--- src/logic/ssic_defines.vh ---
// Operation
// - while supply enable is low the supply generator is off and the card supply is left open, whatever the voltage select.
// - while supply enable is high the card supply carries 5 V when the setting is 0 and the device's own supply when it is 1.
// - after power-up the setting is 5 V, voltage select 0.
// - the voltage select is taken only while supply enable is low and held while it stays high.
// - in the 5 V setting the charge pump runs from an internal oscillator of nominal 800 kHz.
// - in the 3 V setting pump, oscillator and reference are off and the own supply is switched to the card supply.
// - while supply enable is low the device is powered down, card reset, clock and data are low and the supply is open.
// - a low removal input forces card data, clock and reset low and opens the supply until the input is high again.
// - a low removal input overrides supply enable and voltage select.
// - removal input high and supply enable high give normal operation at the voltage captured while powered down.
// - in normal operation host reset and clock are forwarded one way to the card.
// - in normal operation data passes both ways between host data and card data.
// - both data lines have pull-ups and read high when nobody drives them low.
// - in the 3 V setting signals pass through without level translation.
`ifndef SSIC_DEFINES_VH
`define SSIC_DEFINES_VH
`define SSIC_SEL_5V 1'b0
`define SSIC_SEL_3V 1'b1
`define SSIC_CLK_HZ 25000000
`define SSIC_OSC_HZ 800000
// half period of the pump oscillator in clk_sys cycles, rounded down
`define SSIC_OSC_HALF ((`SSIC_CLK_HZ / `SSIC_OSC_HZ) / 2)
// cycles that a released data line's own low still sits in the sync stages
`define SSIC_ECHO_HOLD 3'h3
`endif

--- src/logic/ssic_top.v ---
`include "ssic_defines.vh"
module ssic_top (
   // clock and reset
   input wire clk_sys,
   input wire nrst,
   // host controls
   input wire supply_enable_in,
   input wire voltage_select_in,
   input wire card_removal_disable_n,
   // host signals
   input wire host_card_reset_in,
   input wire host_clock_in,
   input wire host_data_i,
   output reg host_data_o,
   output reg host_data_oe,
   // card signals
   output reg card_reset_out,
   output reg card_clock_out,
   input wire card_data_i,
   output reg card_data_o,
   output reg card_data_oe,
   // card supply
   output reg card_supply_out,
   output reg card_supply_oe,
   output reg supply_3v_q,
   output reg pump_on_q,
   output reg pump_clk_q,
   output reg ref_on_q,
   output reg normal_q
);
   // reset release through two stages
   reg rst_s1_q;
   reg rst_n_q;
   always @(posedge clk_sys or negedge nrst) begin
      if (!nrst) begin
         rst_s1_q <= 1'b0;
         rst_n_q <= 1'b0;
      end else begin
         rst_s1_q <= 1'b1;
         rst_n_q <= rst_s1_q;
      end
   end

   // pin inputs, two sync stages each
   reg en_m_q;
   reg sel_m_q;
   reg rem_n_m_q;
   reg hrst_m_q;
   reg hclk_m_q;
   reg hdat_m_q;
   reg cdat_m_q;
   reg en_s_q;
   reg sel_s_q;
   reg rem_n_s_q;
   reg hrst_s_q;
   reg hclk_s_q;
   reg hdat_s_q;
   reg cdat_s_q;

   always @(posedge clk_sys or negedge rst_n_q) begin
      if (!rst_n_q) begin
         en_m_q <= 1'b0;
         sel_m_q <= 1'b0;
         rem_n_m_q <= 1'b0;
         hrst_m_q <= 1'b0;
         hclk_m_q <= 1'b0;
         hdat_m_q <= 1'b0;
         cdat_m_q <= 1'b0;
      end else begin
         en_m_q <= supply_enable_in;
         sel_m_q <= voltage_select_in;
         rem_n_m_q <= card_removal_disable_n;
         hrst_m_q <= host_card_reset_in;
         hclk_m_q <= host_clock_in;
         hdat_m_q <= host_data_i;
         cdat_m_q <= card_data_i;
      end
   end

   // only the second stage feeds logic
   always @(posedge clk_sys or negedge rst_n_q) begin
      if (!rst_n_q) begin
         en_s_q <= 1'b0;
         sel_s_q <= 1'b0;
         rem_n_s_q <= 1'b0;
         hrst_s_q <= 1'b0;
         hclk_s_q <= 1'b0;
         hdat_s_q <= 1'b0;
         cdat_s_q <= 1'b0;
      end else begin
         en_s_q <= en_m_q;
         sel_s_q <= sel_m_q;
         rem_n_s_q <= rem_n_m_q;
         hrst_s_q <= hrst_m_q;
         hclk_s_q <= hclk_m_q;
         hdat_s_q <= hdat_m_q;
         cdat_s_q <= cdat_m_q;
      end
   end

   // captured supply setting
   reg sel_q;
   always @(posedge clk_sys or negedge rst_n_q) begin
      if (!rst_n_q) begin
         sel_q <= `SSIC_SEL_5V;
      end else if (!en_s_q) begin
         sel_q <= sel_s_q;
      end
   end

   // operating mode, decoded from the synced controls
   localparam ST_DOWN = 4'b0001;
   localparam ST_GONE = 4'b0010;
   localparam ST_RUN5 = 4'b0100;
   localparam ST_RUN3 = 4'b1000;
   reg [3:0] mode_d;
   always @* begin
      case ({rem_n_s_q, en_s_q})
         2'b11: begin
            if (sel_q == `SSIC_SEL_3V) begin
               mode_d = ST_RUN3;
            end else begin
               mode_d = ST_RUN5;
            end
         end
         2'b10: begin
            mode_d = ST_DOWN;
         end
         default: begin
            mode_d = ST_GONE;
         end
      endcase
   end

   wire active = mode_d[2] | mode_d[3];
   wire pump_run = (mode_d == ST_RUN5);

   wire osc;
   ssic_pump_osc #(
      .HALF(`SSIC_OSC_HALF)
   ) u_osc (
      .clk_sys(clk_sys),
      .rst_n(rst_n_q),
      .run(pump_run),
      .osc_q(osc)
   );

   // which side pulls data low; the other side follows
   reg host_pull_q;
   reg card_pull_q;
   // own release still in the sync stages; that low is no pull
   reg [2:0] host_hold_q;
   reg [2:0] card_hold_q;
   wire host_free = (host_hold_q == 3'h0);
   wire card_free = (card_hold_q == 3'h0);
   wire host_pull_d = active & ~hdat_s_q & ~card_pull_q & host_free;
   wire card_pull_d = active & ~cdat_s_q & ~host_pull_q & card_free;
   wire card_oe_d = ~active | host_pull_d;
   wire host_oe_d = card_pull_d;

   always @(posedge clk_sys or negedge rst_n_q) begin
      if (!rst_n_q) begin
         host_pull_q <= 1'b0;
      end else begin
         host_pull_q <= host_pull_d;
      end
   end

   always @(posedge clk_sys or negedge rst_n_q) begin
      if (!rst_n_q) begin
         card_pull_q <= 1'b0;
      end else begin
         card_pull_q <= card_pull_d;
      end
   end

   always @(posedge clk_sys or negedge rst_n_q) begin
      if (!rst_n_q) begin
         host_hold_q <= 3'h0;
      end else if (host_data_oe & ~host_oe_d) begin
         host_hold_q <= `SSIC_ECHO_HOLD;
      end else if (!host_free) begin
         host_hold_q <= host_hold_q - 3'h1;
      end
   end

   always @(posedge clk_sys or negedge rst_n_q) begin
      if (!rst_n_q) begin
         card_hold_q <= 3'h0;
      end else if (card_data_oe & ~card_oe_d) begin
         card_hold_q <= `SSIC_ECHO_HOLD;
      end else if (!card_free) begin
         card_hold_q <= card_hold_q - 3'h1;
      end
   end

   always @(posedge clk_sys or negedge rst_n_q) begin
      if (!rst_n_q) begin
         card_reset_out <= 1'b0;
      end else begin
         card_reset_out <= active & hrst_s_q;
      end
   end

   always @(posedge clk_sys or negedge rst_n_q) begin
      if (!rst_n_q) begin
         card_clock_out <= 1'b0;
      end else begin
         card_clock_out <= active & hclk_s_q;
      end
   end

   always @(posedge clk_sys or negedge rst_n_q) begin
      if (!rst_n_q) begin
         card_data_o <= 1'b0;
      end else begin
         card_data_o <= 1'b0;
      end
   end

   always @(posedge clk_sys or negedge rst_n_q) begin
      if (!rst_n_q) begin
         card_data_oe <= 1'b0;
      end else begin
         card_data_oe <= card_oe_d;
      end
   end

   always @(posedge clk_sys or negedge rst_n_q) begin
      if (!rst_n_q) begin
         host_data_o <= 1'b0;
      end else begin
         host_data_o <= 1'b0;
      end
   end

   always @(posedge clk_sys or negedge rst_n_q) begin
      if (!rst_n_q) begin
         host_data_oe <= 1'b0;
      end else begin
         host_data_oe <= host_oe_d;
      end
   end

   always @(posedge clk_sys or negedge rst_n_q) begin
      if (!rst_n_q) begin
         card_supply_oe <= 1'b0;
      end else begin
         card_supply_oe <= active;
      end
   end

   always @(posedge clk_sys or negedge rst_n_q) begin
      if (!rst_n_q) begin
         card_supply_out <= 1'b0;
      end else begin
         card_supply_out <= active;
      end
   end

   always @(posedge clk_sys or negedge rst_n_q) begin
      if (!rst_n_q) begin
         supply_3v_q <= 1'b0;
      end else begin
         supply_3v_q <= (mode_d == ST_RUN3);
      end
   end

   always @(posedge clk_sys or negedge rst_n_q) begin
      if (!rst_n_q) begin
         pump_on_q <= 1'b0;
      end else begin
         pump_on_q <= pump_run;
      end
   end

   always @(posedge clk_sys or negedge rst_n_q) begin
      if (!rst_n_q) begin
         ref_on_q <= 1'b0;
      end else begin
         ref_on_q <= pump_run;
      end
   end

   always @(posedge clk_sys or negedge rst_n_q) begin
      if (!rst_n_q) begin
         pump_clk_q <= 1'b0;
      end else begin
         pump_clk_q <= osc;
      end
   end

   always @(posedge clk_sys or negedge rst_n_q) begin
      if (!rst_n_q) begin
         normal_q <= 1'b0;
      end else begin
         normal_q <= active;
      end
   end
endmodule

--- src/logic/ssic_pump_osc.v ---
`include "ssic_defines.vh"
module ssic_pump_osc #(
   parameter HALF = `SSIC_OSC_HALF
) (
   // clock and reset
   input wire clk_sys,
   input wire rst_n,
   // control
   input wire run,
   // oscillator output
   output reg osc_q
);
   reg [7:0] cnt_q;
   always @(posedge clk_sys or negedge rst_n) begin
      if (!rst_n) begin
         cnt_q <= 8'h00;
         osc_q <= 1'b0;
      end else if (!run) begin
         cnt_q <= 8'h00;
         osc_q <= 1'b0;
      end else if (cnt_q == HALF[7:0] - 8'h01) begin
         cnt_q <= 8'h00;
         osc_q <= ~osc_q;
      end else begin
         cnt_q <= cnt_q + 8'h01;
      end
   end
endmodule

--- config.mk ---
export PLATFORM = sky130hd
export DESIGN_NAME = ssic_top
export DESIGN_NICKNAME = d
export VERILOG_FILES = /design/src/logic/ssic_top.v /design/src/logic/ssic_pump_osc.v
export VERILOG_INCLUDE_DIRS = /design/src /design/src/logic
export SDC_FILE = /design/constraint.sdc
export NUM_CORES = 1
export LEC_CHECK = 0
export ABC_AREA = 0
export BUFFER_PORTS_ARGS = -buffer_cell sky130_fd_sc_hd__buf_2
export CAP_MARGIN = 20
export CORE_ASPECT_RATIO = 1.25
export CORE_MARGIN = 3
export CORE_UTILIZATION = 48
export DETAILED_ROUTE_END_ITERATION = 10
export PLACE_DENSITY_LB_ADDON = 0.2
export SETUP_SLACK_MARGIN = 0.2
export SYNTH_ARGS = -nofsm -noshare
export SYNTH_HDL_FRONTEND = slang
export SYNTH_SLANG_ARGS = --single-unit
export TNS_END_PERCENT = 10
--- constraint.sdc ---
create_clock -name clk_sys -period 1.7 [get_ports clk_sys]
set_input_delay 0.085 -clock clk_sys [delete_from_list [all_inputs] [get_ports clk_sys]]
set_output_delay 0.085 -clock clk_sys [all_outputs]
set_load 0.01 [all_outputs]
# ---- Word level (Yosys, flattened, before mapping)
# Cells that the tools add are included.
# Widths: inputs -> output; s select.
dict set report totals {
  register_bits 41
  inputBits 9
  elab_cells 73
}
dict set report op_classes {
  n_reduce_logical 2
  eq_ne 8
  n_addsub 3
  n_bitwise 20
  n_mux 10
}
# op count
set ops {}
lappend ops {{$mux 8} 2}
lappend ops {{$mux 3} 4}
lappend ops {{$and 1x1->1} 10}
lappend ops {{$add 8x1->8 const B} 1}
lappend ops {{$eq 8x4->1 const B} 1}
lappend ops {{$not 1->1} 8}
lappend ops {{$pmux 4 s2} 1}
lappend ops {{$logic_not 3->1} 2}
lappend ops {{$ne 2x1->1 const B} 3}
lappend ops {{$sub 3x1->3 const B} 2}
lappend ops {{$eq 2x2->1 const B} 2}
lappend ops {{$eq 4x3->1 const B} 1}
lappend ops {{$eq 4x4->1 const B} 1}
lappend ops {{$mux 4} 1}
lappend ops {{$mux 1} 2}
lappend ops {{$or 1x1->1} 2}

# ---- Longest topological paths before layout
dict set report depth {
  ltp_word 10
  mapped_depth 6
}

# ---- By module
# From an unflattened synthesis, not the netlist that was laid out.
dict set report unflattened {
  hier_cells 122
  area_unflattened_um2 1526.5
}
# module instances cells_each area_per_inst_um2
set modules_own_cells {}
lappend modules_own_cells {ssic_top 1 77 1079.8}
lappend modules_own_cells {ssic_pump_osc 1 45 446.7}

# ---- Worst setup path after synthesis
# Ideal clock, no wire load.
dict set report synth_path {
  kind {reg2reg}
  from {register host_hold_q[0]}
  to {register card_hold_q[1]}
  slack_ps 118
  period_less_slack_ps 1582
  path_buffers 0
  t_arrival_ps 1449
  stages_incl_launch_ff 7
  cell_sequence {dfrtp_1 > inv_1 > ha_1 > ha_1 > or3b_2 > nand3_1 > o211ai_1}
}
dict set report synth_via {
  elab_chain_len 6
  elab_cells_between_ends 7
  cone_classes {1 x eq/ne; 1 x mux; 4 x bitwise; 1 x reduce/logical}
}
# item line
set synth_lines {}
lappend synth_lines {{from (decl)} ssic_top.v:152} ;# reg [2:0] host_hold_q;
lappend synth_lines {{from (signal assigned)} ssic_top.v:181} ;# host_hold_q <= `SSIC_ECHO_HOLD;
lappend synth_lines {{from (signal assigned)} ssic_top.v:183} ;# host_hold_q <= host_hold_q - 3'h1;
lappend synth_lines {{$logic_not 3->1 *} ssic_top.v:154} ;# wire host_free = (host_hold_q == 3'h0);
lappend synth_lines {{$and 1x1->1 *} ssic_top.v:156} ;# wire host_pull_d = active & ~hdat_s_q & ~card_pull_q & host_free;
lappend synth_lines {{$or 1x1->1 *} ssic_top.v:158} ;# wire card_oe_d = ~active | host_pull_d;
lappend synth_lines {{$not 1->1 *} ssic_top.v:190} ;# end else if (card_data_oe & ~card_oe_d) begin
lappend synth_lines {{$and 1x1->1 *} ssic_top.v:190}
lappend synth_lines {{$ne 2x1->1 (no source line) / $mux 3 (equally long branches)} --}
lappend synth_lines {{to (signal assigned)} ssic_top.v:191} ;# card_hold_q <= `SSIC_ECHO_HOLD;
lappend synth_lines {{to (signal assigned)} ssic_top.v:193} ;# card_hold_q <= card_hold_q - 3'h1;
lappend synth_lines {{to (decl)} ssic_top.v:153} ;# reg [2:0] card_hold_q;
# Mark *: on every way between the ends. The rest lies on a longest branch, timed or not.
# A chain may end at the register's enable or synchronous reset.

# ---- Final worst setup path
# Same ends and word-level chain as after synthesis.

==> results.json <==
{
  "drive_gt1_share_pct": 24.5,
  "ant_nets": 0,
  "intPower_uw": 1630,
  "core_mm2": 0.00297,
  "cts_sinks": 41,
  "ioPinCount": 22,
  "grt_pass1_wl_mm": 3.77,
  "final-setup-viol-count": 0,
  "ff2ff_setup_slack_ns": 0.21,
  "grt_pass1_vias": 963,
  "synth_xor_xnor_area_share_pct": 2.90,
  "dr_total_vias": 917,
  "hold_violations": 0,
  "rows": 22,
  "cp_data_arrival_time_ns": 1.73,
  "top_register": "u_osc.cnt_q",
  "syn_area_mm2": 0.00151,
  "setup_slack_ns": 0.213,
  "yosys_warnings": 0,
  "synth-compound-area-share_pct": 5.39,
  "worstPathRequired_ns": 1.94,
  "p_clk_share_pct": 27.9,
  "worstRegToRegCells": 6,
  "end_kind": "flip-flop",
  "syn_to_final_growth_pct": 22.3,
  "ys_seq_area_share_pct": 68.0,
  "initial_core_util_pct": 50.7,
  "comb_power_share_pct": 20.5,
  "die-area_mm2": 0.00385,
  "wl_per_cell_um": 11.5,
  "crit_chain": "inv_1, ha_1, ha_2, or3b_4, nand3_2, o211ai_1",
  "vias_per_cell": 4.80,
  "dpl.hpwl_mm": 1.51,
  "grt_setup_unrepaired": "true",
  "syn_avg_cell_area_um2": 12.7,
  "synth_commonest_cells": "dfrtp_1 (41), inv_1 (10), nand2_1 (9)",
  "seq_power_share_pct": 51.5,
  "synth_top_family_by_area": "simple AND/OR/NAND/NOR gates",
  "clockRootBuffer": "clkbuf_4",
  "critical-path-slowest-cell": "dfrtp_1",
  "syn_inst": 119,
  "clock_path_buffers": 2,
  "fp.dieH_um": 68.7,
  "slowest_delay_ns": 0.40,
  "drv_slew": 0,
  "period_minus_slack_ns": 1.49,
  "synth-seq-cells": 41,
  "synth_area_leaders": "dfrtp_1 (68%), ha_1 (5.0%), buf_4 (2.5%)",
  "crit_type": "reg -> reg",
  "worstPathMaxFanout": 3,
  "drt_iter0_drc": 17,
  "fin_util_pct": 62.0,
  "p_sw_uw": 591,
  "synth_top_flop_cell": "dfrtp_1",
  "skew_ns": 0.00863,
  "timing.final.crit_share_pct": 87.5,
  "yosys.area_share.simple_pct": 12.4,
  "overflow": 0,
  "place.port_buffers": 19,
  "p_sw_share_pct": 26.6,
  "firstDrtPassIters": 4,
  "r2r_start": "host_hold_q[0]",
  "fp.dieW_um": 56.1,
  "grt_max_degree": 40,
  "synthDistinctLibCells": 26,
  "yosysMostFrequentCell": "dfrtp_1",
  "fmax_mhz": 672,
  "place_ws_ns": 0.0847,
  "synth_top_area_share_pct": 68.0,
  "cts_max_level": 2,
  "hold_class": "in -> async",
  "cts_tree": "done",
  "clock_latency_ns": 0.35,
  "leakagePower_uw": 0.000899,
  "fin_nets": 169,
  "async_flop_share_pct": 100,
  "synthMuxAreaShare_pct": 0.747,
  "drc": 0,
  "wl_mm": 2.20,
  "synth_top_area_cell": "dfrtp_1",
  "synth_edf_count": 0,
  "numCtsBuffers": 5,
  "grt_usage_pct": 13.3,
  "insertedDiodeCount": 0,
  "peakVddDrop_mv": 0.678,
  "antenna_found_initial": 0,
  "drv_cap": 0,
  "r2r-end": "card_hold_q[1]",
  "reg.largest.list": "u_osc.cnt_q x8, card_hold_q x3, host_hold_q x3",
  "crit_path_start_kind": "flip-flop",
  "synth_fa_ha_area_share_pct": 4.98,
  "largest_register_ffs": 8,
  "powerDensity_mw_per_mm2": 1200,
  "tns_ns": 0,
  "clk_pin_slew_ns": 0.12,
  "gp_congestion": 0.698,
  "status": "complete, no violations"
}
through the flow:
stage | area (um^2) | total power [uW] | instances | hold slack (ns)
2_1_floorplan | 1520 | 1450 | 120 | -0.211
3_3_place_gp | 1650 | 1530 | 174 | -0.130
3_5_place_dp | 1650 | 1580 | 174 | -0.129
4_1_cts | 1830 | 2250 | 191 | 0.00934
5_1_grt | 1840 | 2380 | 191 | 0.0200
6_report | 1840 | 2220 | 191 | 0.0484
how the worst max path moves through the flow:
stage / endpoint / slack, ns / startpoint / depth (start not counted)
CTS: host_hold_q[1] / 0.12 / card_hold_q[1] / 6
floorplan: card_hold_q[1] / 0.14 / host_hold_q[0] / 6
global placement: card_hold_q[1] / 0.16 / host_hold_q[0] / 6
finish: card_hold_q[1] / 0.21 / host_hold_q[0] / 6
detailed placement: card_hold_q[1] / 0.08 / host_hold_q[0] / 6
global route: card_hold_q[1] / 0.15 / host_hold_q[0] / 6
what timing repair did:
item / 4_1_cts / 5_1_grt
pin swaps: 0 / 1
endpoints found under the hold margin: 9 / 0
buffers inserted: 1 / 0
gates cloned: 0 / 0
hold buffers: 8 / 0
endpoints found under the setup margin: 6 / 6
resized for setup: 2 / 1
cells by family after synthesis:
| family | Yosys count |
|---|---|
| DFF | 41 |
| muxes | 1 |
| buffers and inverters | 15 |
| xor gates and xnor gates | 5 |
| and+or+nand+nor | 35 |
| other | 2 |
| AOI/OAI and AO/OA | 14 |
| adders and majority gates | 6 |
per-layer routing:
metal	vias up	track usage (%)	wire length [um]	part of all wire [%]
met3	7	5.77	130	5.9
met4	0	8.61	55	2.5
met2	25	22.8	1090	49
met5	-	0	0	0
met1	431	13.3	924	42
li1	454	-	-	-
critical path: cells and delay by family, from the launching register on:
kind | cells | cell delay [ns]
fa+ha+maj | 2 | 0.33
compound gates | 1 | 0.08
flops | 1 | 0.40
simple gates | 2 | 0.50
buf+inv | 1 | 0.06
final cells by class:
class	count	area (um^2)
clock buffers	5	37.5
clock inverters	3	46.3
fillers	224	1130
inverters	10	37.5
multi-input cells	64	439
flip-flops and latches	41	1030
well taps	36	45.0
repair buffers	32	213
power by group through the flow:
stage,logic [uW],clock network [uW],registers (uW)
detailed placement,418,0,1160
finish,456,619,1140
floorplan,282,0,1170
global route,530,691,1160
global placement,377,0,1160
CTS,463,647,1140
layout by cell type, fill, tap and decap left out, types with 4 or more instances in the layout:
cell type,synthesis,layout
or3_1,4,4
buf_4,5,5
o21ai_0,6,6
nor2_1,6,6
dfrtp_1,41,41
buf_2,0,19
dlygate4sd3_1,0,8
xor2_1,4,4
ha_1,6,5
nand3_1,5,4
inv_1,10,10
nand2_1,9,9
clkbuf_4,0,5
Note: power is estimated with default switching activity, not from simulation.
